[config.mk]
export PLATFORM = sky130hd
export DESIGN_NAME = cscc_top
export DESIGN_NICKNAME = d
export VERILOG_FILES = /design/src/rtl/cscc_pkg.sv /design/src/rtl/cscc_div.sv /design/src/rtl/cscc_top.sv
export SDC_FILE = /design/constraint.sdc
export NUM_CORES = 1
export LEC_CHECK = 0
export BUFFER_PORTS_ARGS = -buffer_cell sky130_fd_sc_hd__buf_2
export CORE_UTILIZATION = 43
export CTS_CLUSTER_SIZE = 40
export DETAILED_ROUTE_END_ITERATION = 10
export PLACE_DENSITY = 0.79
export SLEW_MARGIN = 0
export SYNTH_ARGS = -nofsm -noshare
export SYNTH_HDL_FRONTEND = slang
export SYNTH_HIERARCHICAL = 1
export SYNTH_SLANG_ARGS = --single-unit
[constraint.sdc]
create_clock -name sys_clk -period 1.5 [get_ports sys_clk]
set_clock_uncertainty 0.2 [all_clocks]
set_input_delay 0.225 -clock sys_clk [delete_from_list [all_inputs] [get_ports sys_clk]]
set_output_delay 0.225 -clock sys_clk [all_outputs]
set_load 0.02 [all_outputs]
[src/rtl/cscc_pkg.sv]
/*
 * Shared constants for the CPU and PCI clock stop controller: register
 * offsets, field positions, reset values and latency bounds.
 * Assumes a 10 MHz sys_clk and a 32-bit APB register bus.
 */
package cscc_pkg;
	localparam int          CSCC_NUM_CPU      = 3;
	localparam int          CSCC_NUM_PCI      = 7;
	localparam int          CSCC_NUM_FRPCI    = 3;
	localparam int          CSCC_PCI_DIV      = 2;
	// register byte addresses
	localparam logic [11:0] CSCC_CTRL_OFS     = 12'h000;
	localparam logic [11:0] CSCC_CFG_OFS      = 12'h004;
	localparam logic [11:0] CSCC_STAT_OFS     = 12'h008;
	// field positions
	localparam int          CSCC_SW_HALT_BIT  = 3;
	localparam int          CSCC_FR_CFG_LSB   = 0;
	localparam int          CSCC_CPU_CFG_LSB  = 8;
	localparam int          CSCC_STAT_CPU_BIT = 0;
	localparam int          CSCC_STAT_PCI_BIT = 1;
	// reset values
	localparam logic        CSCC_SW_HALT_RST  = 1'b1;
	localparam logic [2:0]  CSCC_FR_CFG_RST   = 3'h0;
	localparam logic [2:0]  CSCC_CPU_CFG_RST  = 3'h7;
	// latency bounds in CPU and PCI output clock periods
	localparam int          CSCC_CPU_RESUME_CYC = 2;
	localparam int          CSCC_PCI_RESUME_PER = 2;
endpackage

[src/rtl/cscc_div.sv]
/*
 * Rate divider giving a one-cycle enable pulse every DIV sys_clk cycles.
 * Assumes a single clock and an asynchronous active-high reset.
 */
`timescale 1ns/1ps
module cscc_div #(
	parameter int DIV = 2
) (
	// clock and reset
	input  wire logic sys_clk,
	input  wire logic rst,
	// enable pulse
	output logic      tick
);
	localparam int W = (DIV > 1) ? $clog2(DIV) : 1;
	localparam logic [W-1:0] LAST = W'(DIV - 1);

	logic [W-1:0] cnt_r;
	logic [W-1:0] cnt_nxt;
	logic         tick_nxt;

	always_comb begin
		tick_nxt = (cnt_r == LAST);
		cnt_nxt  = tick_nxt ? '0 : W'(cnt_r + 1'b1);
	end

	always_ff @(posedge sys_clk or posedge rst) begin
		if (rst) begin
			cnt_r <= '0;
			tick  <= 1'b0;
		end else begin
			cnt_r <= cnt_nxt;
			tick  <= tick_nxt;
		end
	end
endmodule

[src/rtl/cscc_top.sv]
/*
 * CPU and PCI clock stop controller: generates CPU pairs and PCI clocks,
 * stops and restarts them glitch-free from the stop pins, the PCI clocks also
 * from an APB software halt bit. Assumes stop pins synchronous to sys_clk at 10 MHz.
 */
// Implementation choices: the register addresses and the APB slave port.
`timescale 1ns/1ps
module cscc_top
	import cscc_pkg::*;
#(
	parameter int NCPU   = cscc_pkg::CSCC_NUM_CPU,
	parameter int NPCI   = cscc_pkg::CSCC_NUM_PCI,
	parameter int NPCIF  = cscc_pkg::CSCC_NUM_FRPCI,
	parameter int PCIDIV = cscc_pkg::CSCC_PCI_DIV
) (
	// clock and reset
	input  wire logic              sys_clk,
	input  wire logic              rst,
	// apb slave
	input  wire logic              psel,
	input  wire logic              penable,
	input  wire logic              pwrite,
	input  wire logic [11:0]       paddr,
	input  wire logic [31:0]       pwdata,
	output logic                   pready,
	output logic [31:0]            prdata,
	output logic                   pslverr,
	// stop pins, active low
	input  wire logic              cpu_clock_stop_n,
	input  wire logic              pci_clock_stop_n,
	// cpu pairs
	output logic [NCPU-1:0]        cpu_clk_true_out,
	output logic [NCPU-1:0]        cpu_clk_comp_out,
	output logic [NCPU-1:0]        cpu_clk_comp_oe_n,
	// pci clocks
	output logic [NPCI-1:0]        pci_clk_out,
	output logic [NPCIF-1:0]       free_running_pci_out
);
	import cscc_pkg::*;

	// apb register state
	logic                  sw_r,     sw_nxt;
	logic [NPCIF-1:0]      fr_cfg_r,   fr_cfg_nxt;
	logic [NCPU-1:0]       cpu_cfg_r,  cpu_cfg_nxt;
	logic                  pready_nxt, pslverr_nxt;
	logic [31:0]           prdata_nxt;
	// cpu state
	logic                  cpu_s1_r, cpu_s2_r;
	logic                  cpu_ph_r,  cpu_ph_nxt;
	logic [1:0]            cpu_samp_r, cpu_samp_nxt;
	logic                  cpu_act_r, cpu_act_nxt;
	logic [NCPU-1:0]       cpu_stopped_r, cpu_stopped_nxt;
	logic [NCPU-1:0]       true_nxt, comp_nxt, oe_n_nxt;
	// pci state
	logic                  pci_s1_r, pci_s2_r;
	logic                  pci_tick;
	logic                  pci_ph_r,  pci_ph_nxt;
	logic                  pci_stop_r, pci_stop_nxt;
	logic                  pci_run;
	logic [NPCI-1:0]       pci_nxt;
	logic [NPCIF-1:0]      fr_nxt;
	logic                  wr_en, setup;

	cscc_div #(.DIV(PCIDIV)) u_pci_div (
		.sys_clk (sys_clk),
		.rst     (rst),
		.tick    (pci_tick)
	);

	// apb: no wait state, registered answer prepared in the setup cycle
	assign setup   = psel && !penable;
	assign wr_en   = psel && penable && pready && pwrite;
	assign pci_run = pci_s2_r && sw_r;

	always_comb begin
		sw_nxt       = sw_r;
		fr_cfg_nxt   = fr_cfg_r;
		cpu_cfg_nxt  = cpu_cfg_r;
		pready_nxt   = setup;
		pslverr_nxt  = 1'b0;
		prdata_nxt   = prdata;
		if (setup) begin
			prdata_nxt = '0;
			unique case (paddr)
				CSCC_CTRL_OFS: prdata_nxt[CSCC_SW_HALT_BIT] = pci_run;
				CSCC_CFG_OFS: begin
					prdata_nxt[CSCC_FR_CFG_LSB +: NPCIF]   = fr_cfg_r;
					prdata_nxt[CSCC_CPU_CFG_LSB +: NCPU]   = cpu_cfg_r;
				end
				CSCC_STAT_OFS: begin
					prdata_nxt[CSCC_STAT_CPU_BIT] = cpu_act_r;
					prdata_nxt[CSCC_STAT_PCI_BIT] = pci_stop_r;
				end
				default: pslverr_nxt = 1'b1;
			endcase
		end
		if (wr_en) begin
			if (paddr == CSCC_CTRL_OFS) begin
				sw_nxt = pwdata[CSCC_SW_HALT_BIT];
			end
			if (paddr == CSCC_CFG_OFS) begin
				fr_cfg_nxt   = pwdata[CSCC_FR_CFG_LSB +: NPCIF];
				cpu_cfg_nxt  = pwdata[CSCC_CPU_CFG_LSB +: NCPU];
			end
		end
	end

	always_ff @(posedge sys_clk or posedge rst) begin
		if (rst) begin
			sw_r       <= CSCC_SW_HALT_RST;
			fr_cfg_r   <= NPCIF'(CSCC_FR_CFG_RST);
			cpu_cfg_r  <= NCPU'(CSCC_CPU_CFG_RST);
			pready     <= 1'b0;
			pslverr    <= 1'b0;
			prdata     <= '0;
		end else begin
			sw_r       <= sw_nxt;
			fr_cfg_r   <= fr_cfg_nxt;
			cpu_cfg_r  <= cpu_cfg_nxt;
			pready     <= pready_nxt;
			pslverr    <= pslverr_nxt;
			prdata     <= prdata_nxt;
		end
	end

	// cpu: the stop decision moves only on the true rising edge, so the
	// true output is already high when it is parked there
	always_comb begin
		cpu_ph_nxt      = !cpu_ph_r;
		cpu_samp_nxt    = cpu_samp_r;
		cpu_act_nxt     = cpu_act_r;
		cpu_stopped_nxt = cpu_stopped_r;
		if (cpu_ph_nxt) begin
			cpu_samp_nxt = {cpu_samp_r[0], !cpu_s2_r};
			if (cpu_samp_nxt == 2'b11) begin
				cpu_act_nxt = 1'b1;
			end else if (!cpu_samp_nxt[0]) begin
				cpu_act_nxt = 1'b0;
			end
			cpu_stopped_nxt = cpu_act_nxt ? cpu_cfg_r : '0;
		end
		true_nxt = cpu_stopped_nxt | {NCPU{cpu_ph_nxt}};
		comp_nxt = ~cpu_stopped_nxt & {NCPU{!cpu_ph_nxt}};
		oe_n_nxt = cpu_stopped_nxt;
	end

	always_ff @(posedge sys_clk or posedge rst) begin
		if (rst) begin
			cpu_s1_r          <= 1'b1;
			cpu_s2_r          <= 1'b1;
			cpu_ph_r          <= 1'b0;
			cpu_samp_r        <= 2'b00;
			cpu_act_r         <= 1'b0;
			cpu_stopped_r     <= '0;
			cpu_clk_true_out  <= '0;
			cpu_clk_comp_out  <= '0;
			cpu_clk_comp_oe_n <= '0;
		end else begin
			cpu_s1_r          <= cpu_clock_stop_n;
			cpu_s2_r          <= cpu_s1_r;
			cpu_ph_r          <= cpu_ph_nxt;
			cpu_samp_r        <= cpu_samp_nxt;
			cpu_act_r         <= cpu_act_nxt;
			cpu_stopped_r     <= cpu_stopped_nxt;
			cpu_clk_true_out  <= true_nxt;
			cpu_clk_comp_out  <= comp_nxt;
			cpu_clk_comp_oe_n <= oe_n_nxt;
		end
	end

	// pci: the gate moves only on a falling edge, so parking is at low
	always_comb begin
		pci_ph_nxt   = pci_tick ? !pci_ph_r : pci_ph_r;
		pci_stop_nxt = pci_stop_r;
		if (pci_tick && !pci_ph_nxt) begin
			pci_stop_nxt = !pci_run;
		end
		pci_nxt = pci_stop_nxt ? '0 : {NPCI{pci_ph_nxt}};
		fr_nxt  = {NPCIF{pci_ph_nxt}} & ~({NPCIF{pci_stop_nxt}} & fr_cfg_r);
	end

	always_ff @(posedge sys_clk or posedge rst) begin
		if (rst) begin
			pci_s1_r             <= 1'b1;
			pci_s2_r             <= 1'b1;
			pci_ph_r             <= 1'b0;
			pci_stop_r           <= 1'b0;
			pci_clk_out          <= '0;
			free_running_pci_out <= '0;
		end else begin
			pci_s1_r             <= pci_clock_stop_n;
			pci_s2_r             <= pci_s1_r;
			pci_ph_r             <= pci_ph_nxt;
			pci_stop_r           <= pci_stop_nxt;
			pci_clk_out          <= pci_nxt;
			free_running_pci_out <= fr_nxt;
		end
	end

	localparam int PCI_BND = CSCC_PCI_RESUME_PER * 2 * PCIDIV + 3;
endmodule

# --- Yosys cells after proc, flatten, opt, wreduce, memory -nomap -nowiden ---
# Index checks and enable logic that the tools add are counted.
word_totals:
  mem_bits_ro: 0
  inputBits: 51
  elab_cells: 63
  n_memories: 0
  ramBits: 0
  regBits: 46
  latch_bits: 0
  out_inout_bits: 53
op_classes:
  muxes: 15
  n_lt_le_gt_ge: 0
  n_bitwise: 6
  div: 0
  mul: 0
  eq_ne: 3
  n_addsub: 1
  n_reduce_logical: 16
  shift: 0
ops:
  columns: ["cell", "count"]
  rows:
  - ["== test 12 x 3 -> 1 bit (second input constant)", 1]
  - ["== test 12 x 4 -> 1 bit (second input constant)", 1]
  - ["zero test 12 bit", 1]
  - ["two-way mux 1 bit", 10]
  - ["bitwise AND 3 bit", 3]
  - ["two-way mux 3 bit", 3]
  - ["two-way mux 7 bit", 1]
  - ["logical AND 1 bit", 6]
  - ["zero test 1 bit", 6]
  - ["NOT 3 bit", 2]
  - ["one-hot mux 2 bit (2 select lines)", 1]
  - ["AND reduction 2 bit", 2]
  - ["bitwise OR 3 bit", 1]
  - ["OR reduction 3 bit", 1]
  - ["== test 2 bit (second input constant)", 1]
  - ["adder 1 bit (second input constant)", 1]

# --- Logic depth before layout (Yosys ltp) ---
# Gate-level depths: netlist of the first run.
depth:
  ltp_word: 8
  mapped_depth: 4
  depth_no_buf: 4

# --- Modules after synthesis ---
# Netlist of the first run, hierarchy kept.
modules_own_cells:
  columns: ["module", "cells_per_inst", "n_inst", "seq_area_each_um2", "area_each_um2"]
  rows:
  - ["cscc_top", 150, 1, 960.9, 1711.6]
  - ["cscc_div", 4, 1, 50.0, 57.6]

# --- Worst setup path before layout of the first run ---
# OpenSTA, ideal clock, no wires.
synth_timing:
  path_type: "reg-to-reg"
  start: "register pready"
  end: "register fr_cfg_r[0]"
  synth_period_minus_slack_ns: 1.467
  slack_ns: 0.033
  n_path_buf: 0
  arrival_ns: 1.142
  path_stages_with_launch: 4
  required_time_ns: 1.175
  setup_time_ns: 0.125
  path_cell_list: "dfrtp_1 and4_1 nand4_4 mux2_2"
synth_between:
  elab_chain_cells: 3
synth_rtl:
  columns: ["item", "line", "rtl"]
  rows:
  - ["from (decl)", "cscc_top.sv:25", "output logic pready,"]
  - ["from (signal assigned)", "cscc_top.sv:120", "pready <= pready_nxt;"]
  - ["logical AND 1 bit (2 in series)", "cscc_top.sv:72", "assign wr_en = psel && penable && pready && pwrite;"]
  - ["AND reduction 2 bit (no source line)", null, null]
  - ["to (signal assigned)", "cscc_top.sv:111", "fr_cfg_r <= NPCIF'(CSCC_FR_CFG_RST);"]
  - ["to (signal assigned)", "cscc_top.sv:118", "fr_cfg_r <= fr_cfg_nxt;"]
  - ["to (decl)", "cscc_top.sv:43", "logic [NPCIF-1:0] fr_cfg_r, fr_cfg_nxt;"]
# No other way between the ends.
# A chain may end at the register's enable or synchronous reset.

# --- Worst setup path after layout of the first run ---
layout_timing:
  start: "register pready"
  end: "register fr_cfg_r[2]"
# The elaborated chain is that of the path after synthesis.

==> out/qor.yml, run 1 <==
critical_path:
  crit_buf_inv: 0
  r2r_cells: 3
  critPathSlowestCell: "dfrtp_1"
  rrSetupSlack_ns: 0.05
  crit_family: "simple AND/OR/NAND/NOR gates"
  cp_max_fo: 6
  critPathLaunchType: "flip-flop"
  end_kind: "flip-flop"
  cpPeakStageDelay_ns: 0.38
  crit_type: "flip-flop to flip-flop"
  reg2reg_to: "fr_cfg_r[2]$_DFFE_PP0P_"
  worstPathCellList: "and4_1, nand4_4, mux2_2"
  cp.arrival_ns: 1.42
  regToRegStartpoint: "pready$_DFF_PP0_"
  crit_required_ns: 1.47
synth:
  ys_top_cells_by_count: "dfrtp_1 (32), buf_4 (31), inv_1 (18)"
  synth.largest_area_cell: "dfrtp_1"
  yosys_warnings: 6
  synthMostInstantiatedCell: "dfrtp_1"
  synth_enable_flop_cells: 0
  synth_seq_cells: 40
  netlist.area_leader.share_pct: 45.3
  synth.distinct_cells: 28
  syn_avg_cell_area_um2: 11.5
  async_reset_ff_share_pct: 100
  ys_seq_area_share_pct: 57.1
  synth_area_leaders: "dfrtp_1 (45%), buf_4 (13%), dfstp_2 (12%), mux2_2 (4.5%), inv_1 (3.8%)"
  netlist_area_um2: 1770
  ys.flop_type: "dfrtp_1"
  postSynthCellCount: 154
cells_and_area:
  layout-drive-gt1-share_pct: 39.6
  seq_area_um2: 1010
  fillCellCount: 343
  n_antenna_cell: 0
  finalInstanceArea_um2: 2230
  stdcell_count: 273
  multi_input_area_um2: 541
  syn2layout_area_growth_pct: 26.2
  nets: 276
hold_path:
  hp-start: "paddr[2]"
  hp-class: "primary input to flip-flop"
  hold_depth: 3
  holdPathEnd: "prdata[3]$_DFFE_PP0P_"
floorplanning:
  die_w_um: 66.1
  io_pins: 104
  start_util_pct: 46.6
  die_y_um: 66.1
  fp.dieArea_um2: 4380
  core_um2: 3800
  num_rows: 22
sta:
  rsz0062_at_grt: "false"
  fin_crit_ns: 1.45
  holdWs_ns: 0.0516
  max_clock_freq_ghz: 0.690
  fin_crit_sh_pct: 96.7
  setup_viol: 0
  slew_viol_final: 0
  hold_viol: 0
clock_network:
  clkTransAtPathRegs_ns: 0.08
  cts_tree: "yes"
  post_cts_resize_count: 0
  cts_buffers: 5
  clock-sinks: 40
  clock_path_buffers: 2
  insertion_delay_ns: 0.29
  clockRootBuffer: "clkbuf_8"
  htreeDepth: 2
grt:
  grt_usage_pct: 14.5
  antenna_found_initial: 0
  grt_overflow_total: 0
  first_global_vias: 1033
  grt_max_degree: 39
  grt_pass1_wl_um: 4550
run_status:
  outcome: "finished, final reports clean"
detailed_routing:
  via_per_inst: 4.42
  via_count: 1206
  routedWlPerCell_um: 11.0
  ant_nets: 0
  dr.pass1.iters: 4
  wirelength_um: 3010
  drc_errors: 0
  drt-initial-drc-count: 25
placement:
  dp_hpwl_um: 2250
  gp_congestion: 0.771
  postPlaceCellArea_um2: 2020
  portBuffers: 53
  dp.cells: 255
pwr:
  power.switching_w: 0.000479
  powerDensity_nw_per_um2: 958
  sw_frac_of_total_pct: 22.4
  comb_power_share_pct: 9.0
  p_leak_nw: 1.18
  totalPowerFinal_w: 0.00214
  ir_drop_mv: 0.535
  pwr-share-clk_pct: 39.5
  p_seq_share_pct: 51.4
  intPower_w: 0.00166
flow_run:
  cap_violations: 0
-- layer usage --
layer	vias to the layer above	wire length, um	track usage, %
met4	0	76	9.57
li1	589	-	-
met2	47	1490	22.2
met3	7	167	2.59
met1	563	1270	18.7
met5	-	0	0
-- state kept, by name, indices dropped and copies added (netlist names), 3 cells and up, named ones only --
register,cells
cpu_clk_true_out,3
cpu_cfg_r,3
fr_cfg_r,3
free_running_pci_out,3
prdata,7
cpu_clk_comp_out,3
-- worst max-delay path by stage --
stage                          start                       to  slack [ns]  depth (start not counted)
floorplan           pready$_DFF_PP0_  fr_cfg_r[0]$_DFFE_PP0P_        0.03                          3
global placement            paddr[9]    prdata[3]$_DFFE_PP0P_       -0.15                          5
detailed placement          paddr[9]    prdata[3]$_DFFE_PP0P_       -0.21                          5
CTS                 pready$_DFF_PP0_  fr_cfg_r[2]$_DFFE_PP0P_        0.05                          3
global route        pready$_DFF_PP0_  fr_cfg_r[2]$_DFFE_PP0P_       0.006                          3
finish              pready$_DFF_PP0_  fr_cfg_r[2]$_DFFE_PP0P_        0.05                          3
-- cells in the final DEF, fill, tap and decap left out, types with 5 or more instances in the layout --
master,Yosys,routed
dlygate4sd3_1,0,10
dfstp_2,8,8
mux2_2,7,7
nand2_1,15,15
conb_1,1,25
buf_2,0,53
dfrtp_1,32,32
buf_4,31,8
inv_1,18,18
clkbuf_8,0,5
a21oi_1,5,5
-- cells by family (layout without fill, tap and decap cells) --
group,Yosys count,in the layout,synth area share (%)
compound gates,18,18,6.29
flops,40,40,57.1
simple gates,36,36,13.8
mux,7,7,4.46
buf+inv,51,98,17.4
fa+ha+maj,1,1,0.707
other cells,1,25,0.212
-- worst reg2reg max path, stage by stage (launching register included) --
cell,delay [ns]
dfrtp_1,0.38
and4_1,0.24
nand4_4,0.17
mux2_2,0.35
-- power groups by stage --
stage | Sequential [W] | Combinational (W) | Clock [W]
2_1_floorplan | 0.00112 | 0.000145 | 0
3_3_place_gp | 0.00112 | 0.000171 | 0
3_5_place_dp | 0.00112 | 0.000174 | 0
4_1_cts | 0.00110 | 0.000194 | 0.000866
5_1_grt | 0.00110 | 0.000212 | 0.000916
6_report | 0.00110 | 0.000193 | 0.000845
-- through the flow --
step / TNS (ns) / util, % / setup slack (ns)
2_1_floorplan: 0 / - / 0.0329
3_3_place_gp: -0.649 / 53.3 / -0.152
3_5_place_dp: -0.869 / 53.3 / -0.213
4_1_cts: 0 / 58.8 / 0.0546
5_1_grt: 0 / 58.8 / 0.00638
6_report: 0 / 58.8 / 0.0502
-- cell type report --
type	instances	area share, %
inverters	18	3.03
well taps	48	2.69
repair buffers	72	20.0
clock inverters	2	1.57
multi-input cells	87	24.2
flip-flops and latches	40	45.3
clock buffers	6	3.25
-- timing repair --
action                                 4_1_cts  5_1_grt
endpoints found under the hold margin       41        0
buffers inserted                             0        0
hold buffers                                10        0
setup endpoints to repair                    0        0
Note: power is estimated with default switching activity, not from simulation.
==> run 2: changes to the inputs <==
PLACE_DENSITY = 0.89   (was 0.79)
REMOVE_ABC_BUFFERS = 1   (was default)
==> out/qor.yml, run 2 (synthesis gave the netlist of run 1 again) <==
cells_and_area:
  top_register: "prdata"
  layout_common_cells: "buf_2 (53), dfrtp_1 (32), conb_1 (25)"
  fillCellCount: 349  # +1.7%
  mostFrequentLayoutCell: "buf_2"
  final_util_pct: 58.6  # -0.20 points
  largest_reg_flops: 7  # unchanged
  n_antenna_cell: 0  # unchanged
  layout-drive-gt1-share_pct: 40.3  # +0.71 points
  stdcell_count: 274  # +0.37%
  syn2layout_area_growth_pct: 25.7
  nets: 277  # +0.36%
clock_network:
  htreeDepth: 2  # unchanged
  clkTransAtPathRegs_ns: 0.07  # about the same
  insertion_delay_ns: 0.29  # about the same
  hold_buffers: 10  # unchanged
  clock-sinks: 40  # unchanged
  clockRootBuffer: "clkbuf_8"
  cts_buffers: 5  # unchanged
  post_cts_resize_count: 0  # unchanged
  cts_tree: "yes"
  clock_path_buffers: 2  # unchanged
  post_cts_buffers: 0  # unchanged
detailed_routing:
  drc_errors: 0  # unchanged
  wirelength_um: 3320  # +11%
  routedWlPerCell_um: 12.1  # +10%
  ant_nets: 0  # unchanged
  via_per_inst: 4.48  # +1.4%
  drt-initial-drc-count: 59  # +140%
  via_count: 1227  # +1.7%
  dr.pass1.iters: 4  # unchanged
sta:
  rsz0062_at_grt: "false"
  slew_viol_final: 0  # unchanged
  setup_viol: 0  # unchanged
  fin_crit_ns: 1.43  # -0.0182 ns
  finalWorstSetupSlack_ns: 0.0684  # +0.0182 ns
  tns_ns: 0  # unchanged
  fin_crit_sh_pct: 95.4  # -1.2 points
  max_clock_freq_ghz: 0.699  # +1.3%
  hold_viol: 0  # unchanged
floorplanning:
  io_pins: 104  # unchanged
  fp.dieArea_um2: 4380  # unchanged
  die_w_um: 66.1  # unchanged
  die_y_um: 66.1  # unchanged
  start_util_pct: 46.6  # unchanged
  core_um2: 3800  # unchanged
  num_rows: 22  # unchanged
critical_path:
  crit_buf_inv: 0  # unchanged
  regToRegStartpoint: "pready$_DFF_PP0_"
  cp.arrival_ns: 1.41  # about the same
  worstPathCellList: "and4_1, nand4_4, mux2_2"
  crit_type: "flip-flop to flip-flop"
  end_kind: "flip-flop"
  cp_max_fo: 6  # unchanged
  critPathLaunchType: "flip-flop"
  crit_required_ns: 1.48  # about the same
  crit_family: "simple AND/OR/NAND/NOR gates"
  r2r_cells: 3  # unchanged
  cpPeakStageDelay_ns: 0.38  # about the same
  rrSetupSlack_ns: 0.07  # +0.02 ns
  critPathSlowestCell: "dfrtp_1"
  reg2reg_to: "fr_cfg_r[1]$_DFFE_PP0P_"
grt:
  antenna_found_initial: 0  # unchanged
  grt_max_degree: 39  # unchanged
  grt_usage_pct: 17.2  # +2.8 points
  grt_overflow_total: 0  # unchanged
  grt_pass1_wl_um: 5240  # +15%
  first_global_vias: 1206  # +17%
placement:
  dp_hpwl_um: 2540  # +13%
  place_ws_ns: -0.200  # +0.0132 ns
  portBuffers: 53  # unchanged
  dp.cells: 256  # +0.39%
  gp_congestion: 0.778  # +0.91%
hold_path:
  hp-start: "paddr[2]"
  hold_depth: 3  # unchanged
  hp-class: "primary input to flip-flop"
  holdPathEnd: "prdata[3]$_DFFE_PP0P_"
flow_run:
  cap_violations: 0  # unchanged
pwr:
  p_leak_nw: 1.18  # about the same
  powerDensity_nw_per_um2: 906  # -5.4%
  ir_drop_mv: 0.474  # -11%
run_status:
  outcome: "finished, final reports clean"
==> run 2: layout make-up <==
class	instances	area [um2]	area share [%]
timing repair buffer	73	453	20.4
tap	48	60.1	2.70
inverter	18	67.6	3.04
clock buffer	6	82.6	3.71
clock inverter	2	10.0	0.450
multi-input combinational	87	541	24.3
sequential	40	1010	45.4
==> run 2: worst min-delay path, cell delays in order <==
cell and delay, ns:
buf_2 0.09, buf_4 0.12, o41ai_1 0.08
==> run 2: report_power, final <==
group	switching [W]	total, W	internal, W
combinational	0.000125	0.000196	0.0000708
clock	0.000353	0.000719	0.000366
sequential	0.00000575	0.00110	0.00109
==> run 2: layer usage <==
metal  track usage [%]  share of wire, %  routed length [um]  up-vias
li1                  -                 -                   -      589
met1              16.3                36                1210      568
met2              30.9                53                1750       60
met3              8.10               8.5                 281       10
met4              8.51               2.6                  85        0
met5                 0                 0                   0        -
==> run 2: how the worst max path moves through the flow <==
stage / slack (ns) / to / depth (start not counted) / start
CTS: 0.05 / fr_cfg_r[2]$_DFFE_PP0P_ / 3 / pready$_DFF_PP0_
detailed placement: -0.20 / prdata[3]$_DFFE_PP0P_ / 5 / paddr[5]
global placement: -0.12 / prdata[3]$_DFFE_PP0P_ / 5 / paddr[5]
floorplan: -0.05 / pci_clk_out[0] / 0 / pci_clk_out[5]$_DFF_PP0_
global route: 0.01 / prdata[3]$_DFFE_PP0P_ / 5 / paddr[5]
finish: 0.07 / fr_cfg_r[1]$_DFFE_PP0P_ / 3 / pready$_DFF_PP0_
==> run 2: stage by stage <==
| stage | hold slack (ns) | power, W | instance area [um2] |
|---|---|---|---|
| floorplan | -0.234 | 0.00122 | 1620 |
| global placement | -0.116 | 0.00129 | 2030 |
| detailed placement | -0.113 | 0.00130 | 2030 |
| CTS | 0.0416 | 0.00205 | 2220 |
| global route | 0.0564 | 0.00212 | 2220 |
| finish | 0.0526 | 0.00202 | 2220 |
==> run 3: changes to the inputs <==
clock period = 1.52 ns   (was 1.5 ns; I/O delays follow)
==> out/qor.yml, run 3 (synthesis gave the netlist of run 1 again) <==
clock_network:
  insertion_delay_ns: 0.29  # about the same
  clkTransAtPathRegs_ns: 0.08  # about the same
  cts_tree: "yes"
  htreeDepth: 2  # unchanged
  clock_path_buffers: 2  # unchanged
  clock-sinks: 40  # unchanged
  cts_buffers: 5  # unchanged
  post_cts_resize_count: 0  # unchanged
  clockRootBuffer: "clkbuf_8"
  hold_buffers: 10  # unchanged
  post_cts_buffers: 0  # unchanged
grt:
  antenna_found_initial: 0  # unchanged
  grt_usage_pct: 16.6  # -0.64 points
  grt_pass1_wl_um: 5300  # +1.0%
  grt_overflow_total: 0  # unchanged
  grt_max_degree: 39  # unchanged
  first_global_vias: 1219  # +1.1%
cells_and_area:
  largest_reg_flops: 7  # unchanged
  final_util_pct: 58.9  # +0.30 points
  n_antenna_cell: 0  # unchanged
  mostFrequentLayoutCell: "buf_2"
  syn2layout_area_growth_pct: 26.4
  finalInstanceArea_um2: 2240  # +0.51%
  layout_common_cells: "buf_2 (53), dfrtp_1 (32), conb_1 (25)"
  nets: 276  # -0.36%
  stdcell_count: 273  # -0.36%
  layout-drive-gt1-share_pct: 40.0  # -0.27 points
  fillCellCount: 346  # -0.86%
  top_register: "prdata"
critical_path:
  crit_type: "flip-flop to flip-flop"
  cp.arrival_ns: 1.41  # about the same
  crit_buf_inv: 0  # unchanged
  critPathLaunchType: "flip-flop"
  worstPathCellList: "and4_1, nand4_4, mux2_2"
  crit_required_ns: 1.50  # +0.02 ns
  cpPeakStageDelay_ns: 0.37  # about the same
  cp_max_fo: 6  # unchanged
  crit_family: "simple AND/OR/NAND/NOR gates"
  critPathSlowestCell: "dfrtp_1"
  end_kind: "flip-flop"
detailed_routing:
  via_per_inst: 4.48  # +0.12%
  ant_nets: 0  # unchanged
  drt-initial-drc-count: 72  # +22%
  drc_errors: 0  # unchanged
  wirelength_um: 3180  # -4.3%
  routedWlPerCell_um: 11.6  # -4.0%
  dr.pass1.iters: 4  # unchanged
  via_count: 1224  # -0.24%
floorplanning:
  start_util_pct: 46.6  # unchanged
  core_um2: 3800  # unchanged
  die_w_um: 66.1  # unchanged
  fp.dieArea_um2: 4380  # unchanged
  io_pins: 104  # unchanged
  die_y_um: 66.1  # unchanged
  num_rows: 22  # unchanged
sta:
  tns_ns: 0  # unchanged
  rsz0062_at_grt: "false"
  slew_viol_final: 0  # unchanged
  fin_crit_ns: 1.43  # +0.00234 ns
  fin_crit_sh_pct: 94.3  # -1.1 points
  max_clock_freq_ghz: 0.697  # -0.16%
  setup_viol: 0  # unchanged
  hold_viol: 0  # unchanged
flow_run:
  cap_violations: 0  # unchanged
hold_path:
  hp-class: "primary input to flip-flop"
pwr:
  totalPowerFinal_w: 0.00213  # +5.5%
  p_leak_nw: 1.18  # -0.14%
  ir_drop_mv: 0.540  # +14%
  powerDensity_nw_per_um2: 950  # +4.9%
placement:
  gp_congestion: 0.803  # +3.2%
  postPlaceCellArea_um2: 2020  # -0.37%
  dp_hpwl_um: 2390  # -5.8%
  portBuffers: 53  # unchanged
  dp.cells: 255  # -0.39%
run_status:
  outcome: "finished, final reports clean"
==> run 3: final cells by class <==
type	instances	area, um2	area share [%]
sequential	40	1010	45.2
multi-input combinational	87	541	24.2
timing repair buffer	72	445	19.9
clock buffer	5	68.8	3.08
inverter	18	67.6	3.02
tap	48	60.1	2.69
clock inverter	3	42.5	1.90
==> run 3: report_power, final <==
part           leakage (nW)  internal [W]  switching [W]  total [W]
logic                 0.630     0.0000683       0.000122   0.000190
clock network        0.0541      0.000486       0.000364   0.000850
registers             0.498       0.00108     0.00000562    0.00109
total                  1.18       0.00163       0.000492    0.00213
==> run 3: layer usage <==
| layer | global-route usage, % | wire length (um) | vias up |
|---|---|---|---|
| met5 | 0 | 0 | - |
| met4 | 6.12 | 50 | 0 |
| met3 | 4.48 | 219 | 7 |
| met2 | 30.9 | 1680 | 54 |
| met1 | 17.7 | 1230 | 578 |
| li1 | - | - | 585 |
==> run 3: final timing paths <==
| path | cells past startpoint | slack, ns | end | startpoint |
|---|---|---|---|---|
| worst min-delay path | 3 | 0.05 | prdata[3]$_DFFE_PP0P_ | paddr[2] |
| worst min register to register | 0 | 0.16 | cpu_s2_r$_DFF_PP1_ | cpu_s1_r$_DFF_PP1_ |
| max in group asynchronous | 4 | 0.53 | sw_r$_DFFE_PP1P_ | rst |
| worst max register to register | 3 | 0.09 | fr_cfg_r[1]$_DFFE_PP0P_ | pready$_DFF_PP0_ |
| min in group asynchronous | 3 | 0.14 | u_pci_div/tick$_DFF_PP0_ | rst |
| worst max-delay path | 3 | 0.09 | fr_cfg_r[1]$_DFFE_PP0P_ | pready$_DFF_PP0_ |
==> run 3: worst reg2reg max path: cells and delay by family, from the launching register on <==
family	cells	cell delay (ns)
AND/OR/NAND/NOR	2	0.39
multiplexers	1	0.35
flip-flops	1	0.37
==> run 3: metrics by stage <==
stage               hold WS, ns  setup slack [ns]
CTS                      0.0408            0.0828
detailed placement       -0.107            -0.132
global placement         -0.114            -0.103
floorplan                -0.231           -0.0294
global route             0.0559            0.0270
finish                   0.0536            0.0861
